**src/rcw_pkg.sv**
```systemverilog
// Package with register map, field layout and timing constants of the runaway code watchdog.
package rcw_pkg;
  // Register byte offsets.
  localparam logic [7:0] CONTROL_OFS = 8'h10;
  localparam logic [7:0] SERVICE_OFS = 8'h14;
  localparam logic [7:0] IRQ_STATUS_OFS = 8'h20;
  localparam logic [7:0] IRQ_MASK_OFS = 8'h24;
  // Control field positions.
  localparam int ENABLE_BIT = 0;
  localparam int ACTION_BIT = 1;
  localparam int LOCK_BIT = 2;
  localparam int TIMEOUT_LSB = 8;
  localparam int COUNT_LSB = 16;
  localparam int FIELD_W = 7;
  // Reset value and service key.
  localparam logic [31:0] CONTROL_RST = 32'h0000_0000;
  localparam logic [31:0] SERVICE_KEY = 32'hC0DE_5AFE;
  // Prescaler: one count step is two to the twenty-first reference clocks.
  localparam int PRESCALE_BITS = 21;
  // Interrupt status bits: interrupt-action event and reset-action event.
  localparam int EVT_IRQ_BIT = 0;
  localparam int EVT_RST_BIT = 1;
  localparam int EVT_W = 2;
endpackage : rcw_pkg

```
**src/rcw_watchdog.sv**
```systemverilog
// Runaway code watchdog: prescaled timer, control, service key and interrupt logic.
// What this block does
// - Counter runs on reference oscillator clock.
// - Period is (timeout plus one) times 2^21.
// - Control bits 16-22 show running count.
// - Write lock blocks control writes until reset.
// - Action bit picks interrupt or system reset.
// - Enable bit starts and stops counting.
// - Timeout writes never reset the running counter.
// - Sleep freezes count, resumes on wake.
// - Key write restarts count from zero.
// - Key write clears pending watchdog interrupt while action bit selects interrupt.
// - Service register always reads the key.
// - Control, status and mask registers reset to zero, disabled, unprotected.
`timescale 1ns/10ps
`default_nettype none
module rcw_watchdog #(
  parameter int PRESCALE_BITS = rcw_pkg::PRESCALE_BITS // Prescaler width, shorten in simulation.
) (
  input wire logic sys_clk_in, // Reference oscillator clock, 24 MHz nominal.
  input wire logic rst_in, // Asynchronous reset, active high.
  input wire logic [7:0] addr_in, // Register byte address.
  input wire logic [31:0] wdata_in, // Write data.
  input wire logic wr_in, // Write strobe, one cycle.
  input wire logic rd_in, // Read strobe, one cycle.
  input wire logic sleep_in, // Core asleep, counting frozen (same clock domain).
  output logic [31:0] rdata_out, // Read data, valid the cycle after rd_in.
  output logic wdog_irq_out, // Watchdog interrupt request, level.
  output logic sys_reset_out, // System reset request, one-cycle pulse.
  output logic irq_out // Masked status interrupt, level.
);
  // Control state.
  logic enable_q; // Counting enabled.
  logic action_q; // One selects interrupt, zero selects system reset.
  logic lock_q; // Write protection.
  logic [rcw_pkg::FIELD_W-1:0] timeout_q; // Programmed time-out value.
  logic [rcw_pkg::FIELD_W-1:0] count_q; // Running count in coarse steps.
  logic [PRESCALE_BITS-1:0] pre_q; // Prescaler below the running count.
  logic [rcw_pkg::EVT_W-1:0] status_q; // Sticky event bits.
  logic [rcw_pkg::EVT_W-1:0] mask_q; // Interrupt mask bits.
  logic ctl_wr; // Control register write.
  logic key_wr; // Correct service key written.
  logic step; // Prescaler wraps this cycle.
  logic expire; // Time-out this cycle.
  logic [31:0] ctl_view; // Control register as read.
  logic [rcw_pkg::EVT_W-1:0] evt; // Events this cycle.

  // Decodes; a locked control write is dropped without any trace.
  // lock gates control writes
  assign ctl_wr = wr_in && (addr_in == rcw_pkg::CONTROL_OFS) && !lock_q;
  assign key_wr = wr_in && (addr_in == rcw_pkg::SERVICE_OFS) && (wdata_in == rcw_pkg::SERVICE_KEY);
  assign step = enable_q && !sleep_in && (&pre_q);
  assign expire = step && (count_q == timeout_q);
  assign evt = {expire && !action_q, expire && action_q};

  // Control fields; all clear at reset, so the block wakes disabled.
  // zero reset state
  always_ff @(posedge sys_clk_in or posedge rst_in) begin
    if (rst_in) begin
      enable_q <= 1'b0;
      action_q <= 1'b0;
      lock_q <= 1'b0;
      timeout_q <= '0;
    end else if (ctl_wr) begin
      enable_q <= wdata_in[rcw_pkg::ENABLE_BIT];
      action_q <= wdata_in[rcw_pkg::ACTION_BIT];
      lock_q <= wdata_in[rcw_pkg::LOCK_BIT];
      timeout_q <= wdata_in[rcw_pkg::TIMEOUT_LSB +: rcw_pkg::FIELD_W];
    end
  end

  // Prescaler and running count; a timeout write does not touch them, so a
  // change made while counting gives a first period off the programmed one.
  // reference clock counting
  always_ff @(posedge sys_clk_in or posedge rst_in) begin
    if (rst_in) begin
      pre_q <= '0;
      count_q <= '0;
    end else if (key_wr || expire) begin
      pre_q <= '0;
      count_q <= '0;
    end else if (enable_q && !sleep_in) begin
      pre_q <= pre_q + 1'b1;
      if (step) begin
        count_q <= count_q + 1'b1;
      end
    end
  end

  // Time-out action: interrupt level held until serviced, or reset pulse.
  always_ff @(posedge sys_clk_in or posedge rst_in) begin
    if (rst_in) begin
      wdog_irq_out <= 1'b0;
      sys_reset_out <= 1'b0;
    end else begin
      sys_reset_out <= evt[rcw_pkg::EVT_RST_BIT];
      // A time-out in the same cycle as the key wins over the clear.
      if (evt[rcw_pkg::EVT_IRQ_BIT]) begin
        wdog_irq_out <= 1'b1;
      end else if (key_wr && action_q) begin
        wdog_irq_out <= 1'b0;
      end
    end
  end

  // Sticky status, write one to clear; a new event beats the clear.
  always_ff @(posedge sys_clk_in or posedge rst_in) begin
    if (rst_in) begin
      status_q <= '0;
      mask_q <= '0;
    end else begin
      if (wr_in && addr_in == rcw_pkg::IRQ_STATUS_OFS) begin
        status_q <= (status_q & ~wdata_in[rcw_pkg::EVT_W-1:0]) | evt;
      end else begin
        status_q <= status_q | evt;
      end
      if (wr_in && addr_in == rcw_pkg::IRQ_MASK_OFS) begin
        mask_q <= wdata_in[rcw_pkg::EVT_W-1:0];
      end
    end
  end

  // Interrupt output is registered from the next status and mask values.
  always_ff @(posedge sys_clk_in or posedge rst_in) begin
    if (rst_in) begin
      irq_out <= 1'b0;
    end else begin
      irq_out <= |(((status_q | evt) & ~((wr_in && addr_in == rcw_pkg::IRQ_STATUS_OFS) ?
                 wdata_in[rcw_pkg::EVT_W-1:0] & ~evt : '0)) &
                 ((wr_in && addr_in == rcw_pkg::IRQ_MASK_OFS) ?
                 wdata_in[rcw_pkg::EVT_W-1:0] : mask_q));
    end
  end

  // Control view with reserved bits at zero.
  // count read-only view
  always_comb begin
    ctl_view = rcw_pkg::CONTROL_RST;
    ctl_view[rcw_pkg::ENABLE_BIT] = enable_q;
    ctl_view[rcw_pkg::ACTION_BIT] = action_q;
    ctl_view[rcw_pkg::LOCK_BIT] = lock_q;
    ctl_view[rcw_pkg::TIMEOUT_LSB +: rcw_pkg::FIELD_W] = timeout_q;
    ctl_view[rcw_pkg::COUNT_LSB +: rcw_pkg::FIELD_W] = count_q;
  end

  // Read data stands only in the cycle after the strobe; unmapped reads zero.
  always_ff @(posedge sys_clk_in or posedge rst_in) begin
    if (rst_in) begin
      rdata_out <= '0;
    end else if (rd_in) begin
      unique case (addr_in)
        rcw_pkg::CONTROL_OFS: rdata_out <= ctl_view;
        rcw_pkg::SERVICE_OFS: rdata_out <= rcw_pkg::SERVICE_KEY;
        rcw_pkg::IRQ_STATUS_OFS: rdata_out <= {30'h0000_0000, status_q};
        rcw_pkg::IRQ_MASK_OFS: rdata_out <= {30'h0000_0000, mask_q};
        default: rdata_out <= '0;
      endcase
    end else begin
      rdata_out <= '0;
    end
  end
endmodule : rcw_watchdog
`default_nettype wire

```
**config.mk**
```make
export PLATFORM = sky130hd
export DESIGN_NAME = rcw_watchdog
export DESIGN_NICKNAME = d
export VERILOG_FILES = /design/src/rcw_pkg.sv /design/src/rcw_watchdog.sv
export SDC_FILE = /design/constraint.sdc
export NUM_CORES = 1
export LEC_CHECK = 0
export ABC_AREA = 1
export CAP_MARGIN = 20
export CORE_UTILIZATION = 29
export CTS_CLUSTER_SIZE = 20
export DETAILED_ROUTE_END_ITERATION = 10
export DONT_BUFFER_PORTS = 1
export HOLD_SLACK_MARGIN = 0.05
export PLACE_DENSITY = 0.51
export SLEW_MARGIN = 40
export SYNTH_ARGS = -nofsm -noshare
export SYNTH_HDL_FRONTEND = slang
export SYNTH_SLANG_ARGS = --single-unit
```
**constraint.sdc**
```tcl
create_clock -name sys_clk_in -period 4.2 [get_ports sys_clk_in]
set_input_delay 0.21 -clock sys_clk_in [delete_from_list [all_inputs] [get_ports sys_clk_in]]
set_output_delay 0.21 -clock sys_clk_in [all_outputs]
set_load 0.03 [all_outputs]
```
== After elaboration in Yosys (flattened, before gate mapping) ==
Index checks and enable logic that the tools add are counted.

* Register bits after elaboration: 77
* Bits of input ports: 45

* Reduce and logical (&&, ||, !) cells: 22
* Bitwise logic cells: 9
* Eq/ne operators: 6
* Multiplexer cells: 12
* Add/subtract/negate cells: 2

{| class="wikitable"
|+ Operators by type and width
! kind !! number
|-
| $pmux 32 s4 || 1
|-
| $mux 21 || 2
|-
| $eq 32x32->1 const B || 1
|-
| $mux 32 || 1
|-
| $add 21x1->21 const B || 1
|-
| $mux 7 || 3
|-
| $reduce_and 21->1 || 1
|-
| $eq 8x5->1 const B || 2
|-
| $eq 8x6->1 const B || 2
|-
| $logic_and 1x1->1 || 12
|-
| $and 2x2->2 || 4
|-
| $add 7x1->7 const B || 1
|-
| $eq 7x7->1 || 1
|-
| $mux 2 || 3
|-
| $not 2->2 || 3
|-
| $reduce_bool 2->1 || 3
|-
| $or 2x2->2 || 2
|-
| $logic_not 1->1 || 3
|-
| $mux 1 || 2
|-
| $reduce_and 2->1 || 1
|-
| $reduce_or 2->1 || 1
|-
| $logic_or 1x1->1 || 1
|}

== Longest topological paths before layout ==
* Word-level depth: 12
* Mapped depth: 11
* Gate-level depth less buffers: 11

== Worst setup path after synthesis ==
Ideal clock, no wire load.

* Kind: flip-flop to flip-flop
* From: reg pre_q[0]
* To: reg pre_q[13]
* Buffers on the path: 1
* Arrival time: 1410 ps
* Period minus slack after synthesis: 1528 ps
* Setup time: 119 ps
* Slack: 2672 ps
* Cell stages (with the launch flop): 12
* Cell sequence: dfrtp_1 > ha_1 > nand2_1 > nor2_2 > nand2_1 > inv_2 > nand2_1 > nor2_4 > nand2_2 > nand2_4 > buf_6 > nor2_1

* Word-level cells in the longest chain between the ends: 5

{| class="wikitable"
|+ RTL lines
! what !! line !! source
|-
| start, declared || rcw_watchdog.sv:38 || <nowiki>logic [PRESCALE_BITS-1:0] pre_q;</nowiki>
|-
| start signal, assigned || rcw_watchdog.sv:83 || <nowiki>pre_q <= pre_q + 1'b1;</nowiki>
|-
| branches (longest 5 deep; another with $add 21x1->21) || -- ||
|}

Parallel ways; which one is timed is not known. The select of a mux whose other input is x is not followed.
A chain may end at the register's enable or synchronous reset.

== Worst setup path in the final report ==
* From: reg pre_q[1]
* To: reg count_q[4] (netlist name)

* Word-level cells in the longest chain between the ends: 6

{| class="wikitable"
|+ RTL lines
! what !! line !! source
|-
| $reduce_and 21->1 * || rcw_watchdog.sv:52 || <nowiki>assign step = enable_q && !sleep_in && (&pre_q);</nowiki>
|-
| $logic_and 1x1->1 * || rcw_watchdog.sv:52 ||
|-
| $logic_and 1x1->1 || rcw_watchdog.sv:53 || <nowiki>assign expire = step && (count_q == timeout_q);</nowiki>
|-
| $logic_or 1x1->1 || rcw_watchdog.sv:79 || <nowiki>end else if (key_wr || expire) begin</nowiki>
|-
| $reduce_bool 2->1 (no source line) || -- ||
|-
| $reduce_and 2->1 (no source line) || -- ||
|-
| end signal, assigned || rcw_watchdog.sv:85 || <nowiki>count_q <= count_q + 1'b1;</nowiki>
|-
| end, declared || rcw_watchdog.sv:37 || <nowiki>logic [rcw_pkg::FIELD_W-1:0] count_q;</nowiki>
|}

Mark *: on every way between the ends. The rest lies on a longest branch, timed or not.

==> metrics.md <==
| Metric | Value |
|---|---|
| Worst-margin pin slew | 0.709 ns |
| Post-CTS Setup Inserts | 0 |
| Crit share post-route | 40.4% |
| Initial core utilization | 30.3% |
| Share of the synthesized area in the top cell type | 42.5% |
| Crit Path Category | reg -> reg |
| Final setup fails | 0 |
| Antenna Nets Post-Route | 0 |
| Worst Path Required | 4.42 ns |
| Netlist cell types | 32 |
| Largest cells by area after synthesis | dfrtp_1, nand2_1, nor2_1 |
| Startpoint type of the worst setup path | register |
| PortBufs | 0 |
| Die area | 13,300 um^2 |
| Highest clock rate | 0.590 GHz |
| Crit path cell chain | ha_1 > nand2_1 > nor2_2 > nand2_1 > inv_2 > nand3_1 > nor2_4 > nand2_2 > nand4_1 > nand2_1 |
| Max incr delay on CP | 0.38 ns |
| Nature of the critical path endpoint | register |
| Total power draw | 1.45 mW |
| Io pins | 80 |
| Placer Congestion | 0.804 |
| Endpoints failing hold | 0 |
| CTS sink count | 63 |
| Leak Pwr | 2.04 nW |
| Placeable Area | 12,300 um^2 |
| Site row count | 40 |
| CP max-delay cell | dfrtp_1 |
| Post-Route WL | 9010 um |
| Clk_skew | 0.00728 ns |
| Seq/Total Area, Yosys | 42.5% |
| HP Class | in -> reg |
| First-pass GRT wire length | 15,100 um |
| Gr busiest metal | met2 |
| Die width | 115 um |
| Area Overhead vs Synth | 12.8% |
| Vias per cell | 4.58 |
| Tmin final | 1.70 ns |
| Largest net degree at the start of global routing | 35 |
| Max IR drop VDD | 0.207 mV |
| Initial antenna violation count | 0 |
| RSZ-0062 raised after global routing | false |
| Ratio of cells with drive above 1 in the final layout | 8.70% |
| Avg Inst Size Synth | 7.31 um^2 |
| Commonest cells after routing, fill and taps aside | nand2_1, nor2_1, dfrtp_1, inv_1, nand3_1 |
| Critical Path AT | 1.91 ns |
| Worst-Skew Late Latency | 0.34 ns |
| Number of remaining DRC errors | 0 |
| CTS tree | yes |
| Buf/Inv on CP | 1 |
| Grt met1 use | 19.8% |
| Area leader, netlist | dfrtp_1 |
| DIE HEIGHT | 115 um |
| Clock transition at path regs | 0.05 ns |
| YS warnings | 0 |
| Seq cells post-synth | 63 |
| Outcome | finished clean |
| Post-DP HPWL | 6880 um |
| Worst slew margin | 52.6% |
| NumNets Final | 559 |
| Wire length per cell | 13.2 um |
| Commonest non-fill, non-tap cell in the layout | nand2_1 |
| CTS resizes | 0 |
| Cts bufs inserted | 9 |
| GRT overflow | 0 |
| Synthesized instance count | 508 |
| Pre-antenna DRT Iters | 4 |
| Met2 GRT Util | 23.2% |
| Vias in the first global route | 3,013 |
| P per Cell Area | 347 nW/um^2 |
| Final-report max-slew violation count | 0 |
| Htree depth | 3 |
| Routed vias | 3,138 |
| Post-cts hold buffer count | 7 |
| Critical path's most frequent cell | nand2_1 |
| Antenna Cells | 0 |
| Worst path top cell family by delay | simple AND/OR/NAND/NOR gates |
| Fillcell total | 1,349 |
| Root buf cell | clkbuf_16 |
| MaxCap Viol Count | 0 |
| Detailed Route Iter0 Violations | 133 |
| Met3 usage | 3.95% |
| Max Buffers Root-to-Sink | 2 |
| Setup TNS | 0 ns |
| CP max FO | 8 |
| Synthesized area | 3710 um^2 |
| Total GRT Usage | 15.0% |
[metal layers]
metal | share of wire [%] | vias up
met2 | 45 | 82
met4 | 1.9 | 0
met3 | 4.7 | 9
li1 | - | 1591
met1 | 49 | 1456
met5 | 0 | -
[power breakdown]
part           switching, mW  total, mW  internal (mW)
clock                  0.265      0.785          0.520
sequential           0.00190      0.611          0.609
combinational         0.0420     0.0555         0.0135
total                  0.309       1.45           1.14
[Yosys cell counts (all sizes together)]
| cell | number |
|---|---|
| dfrtp | 63 |
| buf | 19 |
| xnor2 | 10 |
| o211ai | 1 |
| o21ai | 16 |
| ha | 2 |
| nand3b | 1 |
| conb | 1 |
| nand3 | 29 |
| a21oi | 4 |
| xor2 | 12 |
| inv | 68 |
| o31ai | 5 |
| nor2 | 93 |
| clkinv | 2 |
| nand4 | 24 |
| nand2 | 135 |
| nor3 | 21 |
| clkbuf | 2 |
[state kept, by name, indices dropped and copies added (netlist names)]
| name | cells |
|---|---|
| action_q | 1 |
| count_q | 7 |
| enable_q | 1 |
| irq_out | 1 |
| lock_q | 1 |
| mask_q | 2 |
| pre_q | 21 |
| rdata_out | 18 |
| status_q | 2 |
| sys_reset_out | 1 |
| timeout_q | 7 |
| wdog_irq_out | 1 |
[path summary, 6_finish.rpt]
path                                 startpoint                  endpoint  slack (ns)  cells after the start
min reg2reg                  lock_q$_DFFE_PP0P_        lock_q$_DFFE_PP0P_        0.50                      2
max in group asynchronous                rst_in   rdata_out[30]$_DFF_PP0_        2.82                      3
min                                 wdata_in[9]  timeout_q[1]$_DFFE_PP0P_        0.05                      2
max reg2reg                pre_q[1]$_DFFE_PP0P_    count_q[4]$_DFFE_PP0P_        2.50                     10
min in group asynchronous                rst_in      pre_q[6]$_DFFE_PP0P_        0.45                      2
max                        pre_q[1]$_DFFE_PP0P_    count_q[4]$_DFFE_PP0P_        2.50                     10
[worst register-to-register path, cell delays in order, from the launching register on]
cell and delay (ns):
dfrtp_1 0.38, ha_1 0.21, nand2_1 0.08, nor2_2 0.15, nand2_1 0.09, inv_2 0.07, nand3_1 0.11, nor2_4 0.22
nand2_2 0.12, nand4_1 0.09, nand2_1 0.06
[cells by family after synthesis]
group	count (synthesis)	synth area share (%)
simple gates	303	36.3
buf+inv	91	11.1
flops	63	42.5
compound gates	26	4.21
xor+xnor	22	5.19
fa+ha+maj	2	0.674
other cells	1	0.101
[stage by stage]
stage	util (%)	cell area [um^2]	setup WS (ns)	hold slack [ns]	cells
2_1_floorplan	-	3730	2.42	0.348	514
5_1_grt	34.1	4190	2.32	0.0801	685
6_report	34.1	4190	2.50	0.0533	685
3_3_place_gp	31.0	3810	2.56	0.252	662
4_1_cts	34.1	4190	2.51	0.0530	685
3_5_place_dp	31.1	3810	2.52	0.257	662
[final cells by class]
type                    count  area, um^2  share of cell area, %
clock buffers              13         240                   5.74
clock inverters             3        67.6                   1.61
inverters                  70         263                   6.28
multi-input cells         360        1750                   41.8
flip-flops and latches     63        1580                   37.7
well taps                 168         210                   5.02
repair buffers              8        77.6                   1.85
Note: power is estimated with default switching activity, not from simulation.
